## config.mk

```make
export PLATFORM = sky130hd
export DESIGN_NAME = fesa_host
export DESIGN_NICKNAME = d
export VERILOG_FILES = /design/src/fesa_pkg.sv /design/src/fesa_bus_if.sv /design/src/fesa_host.sv /design/src/fesa_pin_cycle.sv
export SDC_FILE = /design/constraint.sdc
export NUM_CORES = 1
export LEC_CHECK = 0
export BUFFER_PORTS_ARGS = -buffer_cell sky130_fd_sc_hd__buf_2
export CAP_MARGIN = 20
export CORE_MARGIN = 4
export CORE_UTILIZATION = 51
export CTS_CLUSTER_DIAMETER = 100
export DETAILED_ROUTE_END_ITERATION = 7
export HOLD_SLACK_MARGIN = 0.12
export MAX_ROUTING_LAYER = met4
export PLACE_DENSITY_LB_ADDON = 0.25
export SYNTH_ARGS = -nofsm -noshare
export SYNTH_HDL_FRONTEND = slang
export SYNTH_HIERARCHICAL = 1
export SYNTH_SLANG_ARGS = --single-unit
```

## constraint.sdc

```tcl
create_clock -name clk_sys -period 6.35 [get_ports clk_sys]
set_clock_uncertainty 0.1 [all_clocks]
set_input_delay 0.635 -clock clk_sys [delete_from_list [all_inputs] [get_ports clk_sys]]
set_output_delay 0.635 -clock clk_sys [all_outputs]
set_load 0.02 [all_outputs]
```

## src/fesa_pkg.sv

```systemverilog
// Package: constants and enums for the flash erase/status/autoselect host controller
`default_nettype none
package fesa_pkg;
	localparam int ADDR_W = 17;
	localparam int DATA_W = 8;
	// Unlock and command addresses and bytes of the command set
	localparam logic [16:0] UNLOCK_ADDR_1 = 17'h05555;
	localparam logic [16:0] UNLOCK_ADDR_2 = 17'h02aaa;
	localparam logic [7:0]  UNLOCK_DATA_1 = 8'haa;
	localparam logic [7:0]  UNLOCK_DATA_2 = 8'h55;
	localparam logic [7:0]  CMD_ERASE_SETUP = 8'h80;
	localparam logic [7:0]  CMD_CHIP_ERASE = 8'h10;
	localparam logic [7:0]  CMD_AUTOSELECT = 8'h90;
	localparam logic [7:0]  CMD_READ_RESET = 8'hf0;
	// Autoselect addresses
	localparam logic [16:0] ID_MAKER_ADDR = 17'h00000;
	localparam logic [16:0] ID_DEVICE_ADDR = 17'h00001;
	localparam logic [16:0] PROT_TOP_ADDR = 17'h1c002;
	localparam logic [16:0] PROT_BOT_ADDR = 17'h00002;
	// Bit positions of the status lines
	localparam int POLL_BIT = 7;
	localparam int TOGGLE_BIT = 6;
	// Strobe timing: noise pulses under 5 ns are ignored by the device
	localparam int CLK_PERIOD_NS = 10;
	localparam int NOISE_NS = 5;
	localparam int PULSE_MIN_NS = 50;
	localparam int PULSE_CYC = (PULSE_MIN_NS + CLK_PERIOD_NS - 1) / CLK_PERIOD_NS;
	localparam int SETUP_CYC = 1;
	localparam int CNT_W = 8;
	localparam logic [CNT_W-1:0] CNT_ZERO = 8'h00;
	localparam logic [CNT_W-1:0] CNT_ONE = 8'h01;
	localparam logic [2:0] STEP_ZERO = 3'h0;
	localparam logic [2:0] STEP_ONE = 3'h1;
	// Host operations
	typedef enum logic [2:0] {
		FESA_OP_ERASE, FESA_OP_READ_ID, FESA_OP_READ_PROT,
		FESA_OP_LOCK, FESA_OP_UNLOCK, FESA_OP_SW_ID
	} fesa_op_t;
endpackage
`default_nettype wire

```

## src/fesa_bus_if.sv

```systemverilog
// Interface: one bus cycle request between sequencer and pin driver
`default_nettype none
interface fesa_bus_if;
	logic        req;
	logic        wr;
	logic        hv_oe;
	logic        hv_ce;
	logic        hv_id;
	logic [16:0] addr;
	logic [7:0]  wdata;
	logic        done;
	logic [7:0]  rdata;
	modport seq (output req, wr, hv_oe, hv_ce, hv_id, addr, wdata, input done, rdata);
	modport pins (input req, wr, hv_oe, hv_ce, hv_id, addr, wdata, output done, rdata);
endinterface
`default_nettype wire

```

## src/fesa_host.sv

```systemverilog
// Host controller: chip erase, status polling, boot lock and autoselect reads
`default_nettype none
module fesa_host (
	input  wire logic         clk_sys,
	input  wire logic         reset_n,
	input  wire logic         clk_en,
	input  wire logic         start,
	input  wire fesa_pkg::fesa_op_t op,
	input  wire logic         top_boot,
	output logic              busy,
	output logic              done,
	output logic [7:0]        result,
	output logic              erase_ok,
	output logic              ce_n,
	output logic              oe_n,
	output logic              we_n,
	output logic              hv_oe,
	output logic              hv_ce,
	output logic              hv_id,
	output logic [16:0]       addr,
	output logic [7:0]        dq_out,
	output logic              dq_oe,
	input  wire logic [7:0]   dq_in
);
	typedef enum logic [2:0] {
		FESA_IDLE, FESA_CMD, FESA_POLL, FESA_VERIFY, FESA_ONE, FESA_FIN, FESA_EXIT
	} fesa_st_t;
	typedef struct packed {
		fesa_st_t            st;
		fesa_pkg::fesa_op_t  op;
		logic [2:0]          step;
		logic                req;
		logic                prev_tog;
		logic                have_prev;
		logic                busy, done, erase_ok;
		logic [7:0]          result;
		logic [16:0]         vaddr;
	} fesa_t;
	fesa_t s_r, s_nxt;
	fesa_bus_if bus ();

	// Command table: address and data for one write of a sequence
	function automatic logic [24:0] cmd_word(input fesa_pkg::fesa_op_t o, input logic [2:0] i);
		logic [7:0] last;
		last = (o == fesa_pkg::FESA_OP_ERASE) ? fesa_pkg::CMD_ERASE_SETUP
			: fesa_pkg::CMD_AUTOSELECT;
		unique case (i)
			3'h0, 3'h3: cmd_word = {fesa_pkg::UNLOCK_ADDR_1, fesa_pkg::UNLOCK_DATA_1};
			3'h1, 3'h4: cmd_word = {fesa_pkg::UNLOCK_ADDR_2, fesa_pkg::UNLOCK_DATA_2};
			3'h2: cmd_word = {fesa_pkg::UNLOCK_ADDR_1, last};
			default: cmd_word = {fesa_pkg::UNLOCK_ADDR_1, fesa_pkg::CMD_CHIP_ERASE};
		endcase
	endfunction

	// Number of writes each command needs
	function automatic logic [2:0] cmd_len(input fesa_pkg::fesa_op_t o);
		cmd_len = (o == fesa_pkg::FESA_OP_ERASE) ? 3'h6 : 3'h3;
	endfunction

	fesa_pin_cycle u_pins (
		.clk_sys (clk_sys),
		.reset_n (reset_n),
		.clk_en  (clk_en),
		.bus     (bus),
		.ce_n    (ce_n),
		.oe_n    (oe_n),
		.we_n    (we_n),
		.hv_oe   (hv_oe),
		.hv_ce   (hv_ce),
		.hv_id   (hv_id),
		.addr    (addr),
		.dq_out  (dq_out),
		.dq_oe   (dq_oe),
		.dq_in   (dq_in)
	);

	assign busy = s_r.busy;
	assign done = s_r.done;
	assign result = s_r.result;
	assign erase_ok = s_r.erase_ok;

	logic [24:0] cw;
	logic        tog_now;
	assign cw = cmd_word(s_r.op, s_r.step);
	assign tog_now = bus.rdata[fesa_pkg::TOGGLE_BIT];

	// Request fields presented to the pin driver
	always_comb begin
		bus.req = s_r.req;
		bus.wr = 1'b0;
		bus.hv_oe = 1'b0;
		bus.hv_ce = 1'b0;
		bus.hv_id = 1'b0;
		bus.addr = s_r.vaddr;
		bus.wdata = '0;
		unique case (s_r.st)
			// six ordered writes for erase, three for soft id
			FESA_CMD: begin
				bus.wr = 1'b1;
				bus.addr = cw[24:8];
				bus.wdata = cw[7:0];
			end
			// lock with high voltage on OE and id pin, CE and WE low
			// unlock adds high voltage on CE
			// high-voltage id mode held only while id pin is high; soft id keeps the pin low
			FESA_ONE: begin
				bus.hv_id = (s_r.op != fesa_pkg::FESA_OP_SW_ID);
				bus.wr = (s_r.op == fesa_pkg::FESA_OP_LOCK) ||
					(s_r.op == fesa_pkg::FESA_OP_UNLOCK);
				bus.hv_oe = bus.wr;
				bus.hv_ce = (s_r.op == fesa_pkg::FESA_OP_UNLOCK);
			end
			// Soft id leaves the device in id mode until a reset command
			FESA_EXIT: begin
				bus.wr = 1'b1;
				bus.addr = fesa_pkg::UNLOCK_ADDR_1;
				bus.wdata = fesa_pkg::CMD_READ_RESET;
			end
			default: ;
		endcase
	end

	// Operation sequencer
	always_comb begin
		s_nxt = s_r;
		s_nxt.done = 1'b0;
		s_nxt.req = 1'b0;
		unique case (s_r.st)
			FESA_IDLE: begin
				if (start) begin
					s_nxt.op = op;
					s_nxt.busy = 1'b1;
					s_nxt.step = fesa_pkg::STEP_ZERO;
					s_nxt.req = 1'b1;
					s_nxt.have_prev = 1'b0;
					// pick boot status address by variant
					// bit zero high selects device code
					unique case (op)
						fesa_pkg::FESA_OP_READ_ID, fesa_pkg::FESA_OP_SW_ID:
							s_nxt.vaddr = top_boot ? fesa_pkg::ID_DEVICE_ADDR
								: fesa_pkg::ID_MAKER_ADDR;
						fesa_pkg::FESA_OP_READ_PROT:
							s_nxt.vaddr = top_boot ? fesa_pkg::PROT_TOP_ADDR
								: fesa_pkg::PROT_BOT_ADDR;
						default: s_nxt.vaddr = '0;
					endcase
					s_nxt.st = (op == fesa_pkg::FESA_OP_ERASE || op == fesa_pkg::FESA_OP_SW_ID)
						? FESA_CMD : FESA_ONE;
				end
			end
			FESA_CMD: begin
				if (bus.done) begin
					s_nxt.req = 1'b1;
					s_nxt.step = s_r.step + fesa_pkg::STEP_ONE;
					if (s_r.step + fesa_pkg::STEP_ONE == cmd_len(s_r.op)) begin
						// erase runs from last rising strobe, poll it
						// soft id read follows the command
						// maker code with bit zero low
						s_nxt.st = (s_r.op == fesa_pkg::FESA_OP_ERASE) ? FESA_POLL : FESA_ONE;
					end
				end
			end
			FESA_POLL: begin
				// no program is issued while the erase runs
				if (bus.done) begin
					s_nxt.have_prev = 1'b1;
					s_nxt.prev_tog = tog_now;
					// a flip between reads means still busy
					// equal reads mean the cycle has ended
					// poll bit low stays busy; high is done
					if (s_r.have_prev && tog_now == s_r.prev_tog &&
						bus.rdata[fesa_pkg::POLL_BIT]) begin
						s_nxt.vaddr = '0;
						s_nxt.erase_ok = 1'b1;
						s_nxt.st = FESA_VERIFY;
					end
					s_nxt.req = 1'b1;
				end
			end
			FESA_VERIFY: begin
				// every byte must read all ones
				// sector order is internal, host only checks result
				// zero preprogram is internal, not host driven
				if (bus.done) begin
					if (bus.rdata != 8'hff)
						s_nxt.erase_ok = 1'b0;
					if (s_r.vaddr == '1) begin
						s_nxt.result = bus.rdata;
						s_nxt.st = FESA_FIN;
					end else begin
						s_nxt.vaddr = s_r.vaddr + 17'h00001;
						s_nxt.req = 1'b1;
					end
				end
			end
			FESA_ONE: begin
				// protection read gives zero when unprotected
				// strobes are many cycles, never a noise pulse
				// OE kept high on every write
				if (bus.done) begin
					s_nxt.result = bus.rdata;
					s_nxt.req = (s_r.op == fesa_pkg::FESA_OP_SW_ID);
					s_nxt.st = (s_r.op == fesa_pkg::FESA_OP_SW_ID) ? FESA_EXIT : FESA_FIN;
				end
			end
			// Reset command written; later status polls see real data
			FESA_EXIT: begin
				if (bus.done)
					s_nxt.st = FESA_FIN;
			end
			FESA_FIN: begin
				s_nxt.busy = 1'b0;
				s_nxt.done = 1'b1;
				s_nxt.st = FESA_IDLE;
			end
			default: s_nxt.st = FESA_IDLE;
		endcase
	end

	always_ff @(posedge clk_sys or negedge reset_n) begin
		if (!reset_n) begin
			s_r <= '{st: FESA_IDLE, op: fesa_pkg::FESA_OP_ERASE, step: fesa_pkg::STEP_ZERO,
				req: 1'b0, prev_tog: 1'b0, have_prev: 1'b0, busy: 1'b0, done: 1'b0,
				erase_ok: 1'b0, result: '0, vaddr: '0};
		end else if (clk_en) begin
			s_r <= s_nxt;
		end
	end
endmodule
`default_nettype wire

```

## src/fesa_pin_cycle.sv

```systemverilog
// Pin driver: one read, write or high-voltage cycle on the flash pins
`default_nettype none
module fesa_pin_cycle (
	input  wire logic  clk_sys,
	input  wire logic  reset_n,
	input  wire logic  clk_en,
	fesa_bus_if.pins   bus,
	output logic       ce_n,
	output logic       oe_n,
	output logic       we_n,
	output logic       hv_oe,
	output logic       hv_ce,
	output logic       hv_id,
	output logic [16:0] addr,
	output logic [7:0] dq_out,
	output logic       dq_oe,
	input  wire logic [7:0] dq_in
);
	typedef enum logic [1:0] {FESA_PC_IDLE, FESA_PC_SETUP, FESA_PC_PULSE, FESA_PC_HOLD} fesa_pc_st_t;
	typedef struct packed {
		fesa_pc_st_t          st;
		logic [7:0]           cnt;
		logic                 wr;
		logic                 ce_n, oe_n, we_n, hv_oe, hv_ce, hv_id, dq_oe, done;
		logic [16:0]          addr;
		logic [7:0]           dq_out, rdata;
	} fesa_pc_t;
	fesa_pc_t s_r, s_nxt;

	assign ce_n = s_r.ce_n;
	assign oe_n = s_r.oe_n;
	assign we_n = s_r.we_n;
	assign hv_oe = s_r.hv_oe;
	assign hv_ce = s_r.hv_ce;
	assign hv_id = s_r.hv_id;
	assign addr = s_r.addr;
	assign dq_out = s_r.dq_out;
	assign dq_oe = s_r.dq_oe;
	assign bus.done = s_r.done;
	assign bus.rdata = s_r.rdata;

	// Cycle sequencing: setup, strobe pulse well over noise width, hold
	always_comb begin
		s_nxt = s_r;
		s_nxt.done = 1'b0;
		unique case (s_r.st)
			FESA_PC_IDLE: begin
				if (bus.req) begin
					s_nxt.addr = bus.addr;
					s_nxt.dq_out = bus.wdata;
					s_nxt.wr = bus.wr;
					s_nxt.dq_oe = bus.wr;
					s_nxt.hv_oe = bus.hv_oe;
					s_nxt.hv_ce = bus.hv_ce;
					s_nxt.hv_id = bus.hv_id;
					s_nxt.cnt = 8'(fesa_pkg::SETUP_CYC);
					s_nxt.st = FESA_PC_SETUP;
				end
			end
			FESA_PC_SETUP: begin
				// address settles before the later falling strobe
				s_nxt.ce_n = s_r.hv_ce;
				s_nxt.we_n = !s_r.wr;
				s_nxt.oe_n = s_r.wr;
				s_nxt.cnt = 8'(fesa_pkg::PULSE_CYC);
				s_nxt.st = FESA_PC_PULSE;
			end
			FESA_PC_PULSE: begin
				if (s_r.cnt == fesa_pkg::CNT_ONE) begin
					if (!s_r.wr)
						s_nxt.rdata = dq_in;
					s_nxt.we_n = 1'b1;
					s_nxt.oe_n = 1'b1;
					s_nxt.ce_n = 1'b1;
					s_nxt.st = FESA_PC_HOLD;
				end else begin
					s_nxt.cnt = s_r.cnt - fesa_pkg::CNT_ONE;
				end
			end
			FESA_PC_HOLD: begin
				// Data and high voltage held one cycle past the rising strobe
				s_nxt.dq_oe = 1'b0;
				s_nxt.hv_oe = 1'b0;
				s_nxt.hv_ce = 1'b0;
				s_nxt.hv_id = 1'b0;
				s_nxt.done = 1'b1;
				s_nxt.st = FESA_PC_IDLE;
			end
		endcase
	end

	always_ff @(posedge clk_sys or negedge reset_n) begin
		if (!reset_n) begin
			s_r <= '{st: FESA_PC_IDLE, cnt: fesa_pkg::CNT_ZERO, wr: 1'b0, ce_n: 1'b1,
				oe_n: 1'b1, we_n: 1'b1, hv_oe: 1'b0, hv_ce: 1'b0, hv_id: 1'b0,
				dq_oe: 1'b0, done: 1'b0, addr: '0, dq_out: '0, rdata: '0};
		end else if (clk_en) begin
			s_r <= s_nxt;
		end
	end
endmodule
`default_nettype wire

```

==> flow_metrics.py, run 1 <==
metrics = {
    "place": {
        "gp_congestion": 0.862,
        "placed_area_mm2": 0.00536,
        "dp_hpwl_mm": 7.82,
        "portBuffers": 58,
        "pre_cts_ws_ps": 2850,
    },
    "worst_setup_path": {
        "worstPathArrival_ps": 3690,
        "cp_cell_sequence": "ha_1 > nand4_1 > nor4_1 > and3_1 > ha_1 > nand2b_1 > o21a_1 > a2111o_1 > or2_0 > o21ai_1",
        "max_stage_delay_ps": 660,
        "critPathMaxFanout": 26,
        "worst_path_max_delay_cell": "or2_0",
        "cp-start-kind": "flip-flop",
        "cp_common_cell": "ha_1",
        "worst_r2r_endpoint": "s_r[12]",
        "rrSetupSlack_ps": 2790,
        "endpoint_kind": "flip-flop",
        "cp_top_family": "simple AND/OR/NAND/NOR gates",
        "crit_buf_inv": 0,
        "ff2ff_path_depth": 10,
        "critPathKind": "flip-flop to flip-flop",
        "timing.rr.start": "s_r[0]",
        "cp_data_required_time_ps": 6480,
    },
    "logic_synthesis": {
        "synth-main-ff-cell": "dfrtp_1",
        "seq_area_frac_synth": 0.437,
        "synth_edf_count": 0,
        "synth_fp_nets": 562,
        "syn-mean-instance-area_um2": 9.93,
        "synth_top_area_frac": 0.423,
        "synth_largest_area_cell": "dfrtp_1",
        "synth_area_mm2": 0.00527,
        "synth.distinct_cells": 67,
        "ys_ff_latch": 92,
        "synth_cells": 531,
        "synthTopCellsByArea": "dfrtp_1 42%, mux2_2 7.7%, buf_4 6.0%, nand2_1 3.7%, ha_1 3.6%",
        "synthArstFlopShare": 1.00,
        "ys_warn_count": 6,
    },
    "cells_and_area": {
        "final_cell_mix": "89 x dfrtp_1, 57 x buf_2, 52 x nand2_1",
        "fin_area_mm2": 0.00557,
        "syn_to_final_growth_pct": 5.65,
        "final_nets": 576,
        "postLayoutCoreUtil": 0.562,
        "mostFrequentLayoutCell": "dfrtp_1",
        "diodes": 0,
        "drive_gt1_frac": 0.255,
    },
    "cts": {
        "clk_pin_slew_worst_paths_ps": 90,
        "root_buffer": "clkbuf_8",
        "clockBufferDepth": 2,
        "htreeDepth": 3,
        "numCtsBuffers": 9,
        "cts_tree": "yes",
        "clkLatencyLatePin_ps": 360,
        "cts_sinks": 92,
        "cts_setup_buffers": 0,
    },
    "route": {
        "drtPass1Iterations": 5,
        "drc_errors": 0,
        "vias": 3982,
        "drt-initial-drc-count": 255,
        "via_per_inst": 5.83,
        "wl_per_cell_um": 16.3,
        "wirelength_mm": 11.1,
        "ant_nets": 0,
    },
    "worst_hold_path": {
        "min_from": "result[4]",
        "min_path_type": "flip-flop to flip-flop",
        "min_to": "result[4]",
        "hold_depth": 1,
    },
    "sta": {
        "max_freq_mhz": 281,
        "hold_viol": 0,
        "fin_crit_sh": 0.561,
        "worst_pin_slew_ps": 797,
        "fin_setup_tns_ps": 0,
        "grt_setup_unrepaired": "false",
        "period_needed_ps": 3560,
        "report.final.slew_viol_count": 0,
        "setup_slack_ps": 2790,
        "max-slew-margin-rel": 0.469,
        "setup_violations": 0,
    },
    "floorplanning": {
        "fp.coreArea_mm2": 0.00991,
        "start_util": 0.532,
        "rows": 36,
        "die-area_mm2": 0.0120,
        "ios": 59,
        "die_y_um": 110,
        "die_w_um": 110,
    },
    "power": {
        "vdd_drop_max_mv": 0.178,
        "power.total_uw": 2500,
        "leakage_uw": 0.00270,
        "power_density_mw_per_mm2": 448,
    },
    "global_routing": {
        "grt_antenna_before_repair": 0,
        "grt_usage": 0.202,
        "grt.overflow.total": 0,
        "first_global_vias": 3826,
        "grt_pass1_wl_mm": 18.6,
        "grt_max_degree": 63,
    },
    "job": {
        "maxCapViolations": 0,
    },
    "outcome": {
        "status": "complete, no violations",
    },
}
## cell families after synthesis
| logic type | count (synthesis) | share of synthesized area |
|---|---|---|
| AND/OR/NAND/NOR | 152 | 0.146 |
| AO/OA/AOI/OAI | 138 | 0.173 |
| flip-flops | 92 | 0.437 |
| buffers and inverters | 81 | 0.0909 |
| multiplexers | 50 | 0.112 |
| adder cells (fa/ha/maj) | 15 | 0.0356 |
| XOR/XNOR | 3 | 0.00499 |
## synthesized netlist by cell type, types with 3 or more instances
library cell and count:
dfrtp_1 89, nand2_1 52, buf_4 42, mux2_2 36
nor2_1 28, o21ai_0 27, a21oi_1 26, inv_1 22
o21ai_1 21, ha_1 15, nand3_1 15, clkbuf_1 13
nand4_1 10, a21o_1 8, mux2_4 8, o31ai_1 8
nand2b_1 7, a31oi_1 6, and2_1 6, nor3_1 6
o211ai_1 6, mux2_1 5, o22ai_1 5, a2bb2oi_1 4
and3_1 4, o31ai_2 4, or4_1 4, dfstp_2 3
nor2b_1 3
## worst max-delay path by stage
stage	from	end	slack (ps)	depth (start not counted)
after CTS	s_r[0]	s_r[2]	2810	10
after global placement	s_r[0]	s_r[12]	2960	10
after global routing	s_r[0]	s_r[12]	2380	10
after detailed placement	s_r[0]	s_r[2]	2850	10
after floorplan	s_r[0]	s_r[8]	3770	11
final	s_r[0]	s_r[12]	2790	10
## per-layer routing
layer,vias up,share of wire,GRT usage
li1,1904,-,-
met4,0,0.019,0.0766
met5,-,0,-
met3,19,0.055,0.0376
met2,121,0.46,0.303
met1,1938,0.47,0.274
## power breakdown
part | total [uW] | internal [uW] | leakage [uW] | switching, uW
combinational | 1110 | 460 | 0.00140 | 654
clock | 410 | 203 | 0.000102 | 207
sequential | 974 | 773 | 0.00120 | 201
total | 2500 | 1440 | 0.00270 | 1060
## cell type report
class | count | area (um^2)
Fill cell | 874 | 4340
Multi-Input combinational cell | 358 | 2490
Sequential cell | 92 | 2310
Timing Repair Buffer | 62 | 325
Tap cell | 133 | 166
Clock buffer | 12 | 155
Inverter | 22 | 82.6
Clock inverter | 4 | 47.5
## registers in the layout, indices dropped and copies added, names as in the netlist, 8 cells and up
name              flops
s_r                  28
u_pins/addr          17
u_pins/s_r           11
result                8
u_pins/bus.rdata      8
u_pins/dq_out         8
## what timing repair did
item	CTS	global route
endpoints found under the hold margin	29	0
gates resized for setup	0	0
hold buffers	1	0
setup endpoints to repair	0	0
## through the flow
| stage | std cells | hold slack, ps |
|---|---|---|
| final | 683 | 385 |
| after global routing | 683 | 374 |
| after CTS | 683 | 377 |
| after detailed placement | 666 | 369 |
| after global placement | 666 | 365 |
| after floorplan | 531 | 239 |
(Power assumes the default switching activity.)
==> run 2: changes to the inputs <==
clock period = 3.25 ns   (was 6.35 ns; I/O delays follow)
==> run 2 against run 1 <==
Compared with the run above: setup slack worse by 2600 ps; highest routed layer unchanged; sequential cell count stayed put; maximum frequency is 18% higher.
==> flow_metrics.py, run 2 (same netlist as run 1, synthesis figures left out) <==
metrics = {
    "cells_and_area": {
        "diodes": 0,
        "drive_gt1_frac": 0.259,
        "final_nets": 590,
        "largest_reg_flops": 28,
        "final_cell_mix": "89 x dfrtp_1, 57 x buf_2, 52 x nand2_1",
        "mostFrequentLayoutCell": "dfrtp_1",
        "regMostFlops": "s_r",
        "multi_input_area_mm2": 0.00249,
        "syn_to_final_growth_pct": 8.02,
        "fillers": 886,
        "regArea_mm2": 0.00231,
        "fin_area_mm2": 0.00569,
    },
    "place": {
        "gp_congestion": 0.877,
        "portBuffers": 58,
        "dp_hpwl_mm": 8.08,
        "placed_area_mm2": 0.00540,
        "pre_cts_ws_ps": 286,
    },
    "global_routing": {
        "grt_max_degree": 67,
        "grt_pass1_wl_mm": 18.4,
        "grt_antenna_before_repair": 0,
        "first_global_vias": 3742,
        "grt.overflow.total": 0,
        "grt_usage": 0.200,
    },
    "cts": {
        "cts_sinks": 92,
        "cts_setup_buffers": 0,
        "cts_tree": "yes",
        "clk_pin_slew_worst_paths_ps": 90,
        "clkLatencyLatePin_ps": 360,
        "root_buffer": "clkbuf_8",
        "clockBufferDepth": 2,
        "numCtsBuffers": 9,
        "htreeDepth": 3,
    },
    "power": {
        "power_density_mw_per_mm2": 865,
        "leakage_uw": 0.00276,
        "vdd_drop_max_mv": 0.403,
    },
    "floorplanning": {
        "start_util": 0.532,
        "die-area_mm2": 0.0120,
        "die_y_um": 110,
        "rows": 36,
        "die_w_um": 110,
        "fp.coreArea_mm2": 0.00991,
        "ios": 59,
    },
    "worst_setup_path": {
        "worstPathArrival_ps": 3200,
        "cp_top_family": "simple AND/OR/NAND/NOR gates",
        "crit_buf_inv": 1,
        "worst_path_max_delay_cell": "a2111o_1",
        "cp_cell_sequence": "ha_1 > nand4_1 > nor4_1 > and3_1 > ha_1 > nand2b_1 > o21a_1 > a2111o_1 > or2_0 > buf_4 > o31ai_2",
        "cp-start-kind": "flip-flop",
        "worst_r2r_endpoint": "s_r[8]",
        "critPathMaxFanout": 15,
        "endpoint_kind": "flip-flop",
        "rrSetupSlack_ps": 220,
        "cp_data_required_time_ps": 3420,
        "cp.depth": 11,
        "critPathCapture": "s_r[8]",
        "startpoint": "s_r[0]",
        "timing.rr.start": "s_r[0]",
        "critPathKind": "flip-flop to flip-flop",
        "max_stage_delay_ps": 540,
        "cp_common_cell": "ha_1",
        "ff2ff_path_depth": 11,
    },
    "sta": {
        "fin_crit_sh": 0.932,
        "hold_ws_ps": 162,
        "setup_slack_ps": 222,
        "worst_pin_slew_ps": 845,
        "max_freq_mhz": 330,
        "hold_viol": 0,
        "setup_violations": 0,
        "grt_setup_unrepaired": "false",
        "report.final.slew_viol_count": 0,
        "period_needed_ps": 3030,
        "fin_setup_tns_ps": 0,
        "max-slew-margin-rel": 0.437,
    },
    "worst_hold_path": {
        "hold_depth": 2,
        "min_path_type": "primary input to flip-flop",
    },
    "route": {
        "ant_nets": 0,
        "vias": 4039,
        "drtPass1Iterations": 5,
        "wl_per_cell_um": 16.3,
        "drc_errors": 0,
        "drt-initial-drc-count": 216,
        "via_per_inst": 5.79,
        "wirelength_mm": 11.3,
    },
    "job": {
        "maxCapViolations": 0,
    },
    "outcome": {
        "status": "complete, no violations",
    },
}
[run 2: changes by cell type in the layout (fill, tap and decap cells not counted)]
| cell | change |
|---|---|
| buf_4 | +6 |
| dlygate4sd3_1 | +8 |
[run 2: power breakdown]
part	internal, uW	total [uW]	switching, uW
Clock	396	793	397
Combinational	932	2250	1320
Sequential	1510	1890	378
[run 2: cell type report]
type                       count  share of cell area
sequential                    92               0.405
timing repair buffer          76              0.0791
inverter                      22              0.0145
multi-input combinational    358               0.437
clock inverter                 4             0.00835
clock buffer                  12              0.0272
tap                          133              0.0292
[run 2: per-stage QoR]
stage               utilization  power, uW  instances
global route              0.575       5290        697
finish                    0.575       4930        697
detailed placement        0.545       4130        672
CTS                       0.575       4950        697
global placement          0.545       4050        672
floorplan                     -       3690        531
[run 2: worst min-delay path by stage]
stage	start	to	slack, ps
2_1_floorplan	reset_n	bus.req	-70
3_3_place_gp	result[4]	result[4]	370
3_5_place_dp	result[4]	result[4]	370
4_1_cts	op[2]	s_r[36]	140
5_1_grt	op[2]	s_r[36]	150
6_report	op[2]	s_r[36]	160
[run 2: what timing repair did]
| item | in CTS | in global routing |
|---|---|---|
| resized for setup | 0 | 0 |
| hold buffers | 9 | 0 |
| endpoints found under the hold margin | 69 | 0 |
[run 2: layer usage]
| layer | track usage | up-vias | routed length [um] |
|---|---|---|---|
| met5 | - | - | 0 |
| met4 | 0.0641 | 0 | 140 |
| met3 | 0.0276 | 11 | 591 |
| met2 | 0.304 | 112 | 5310 |
| met1 | 0.279 | 1979 | 5310 |
| li1 | - | 1937 | - |
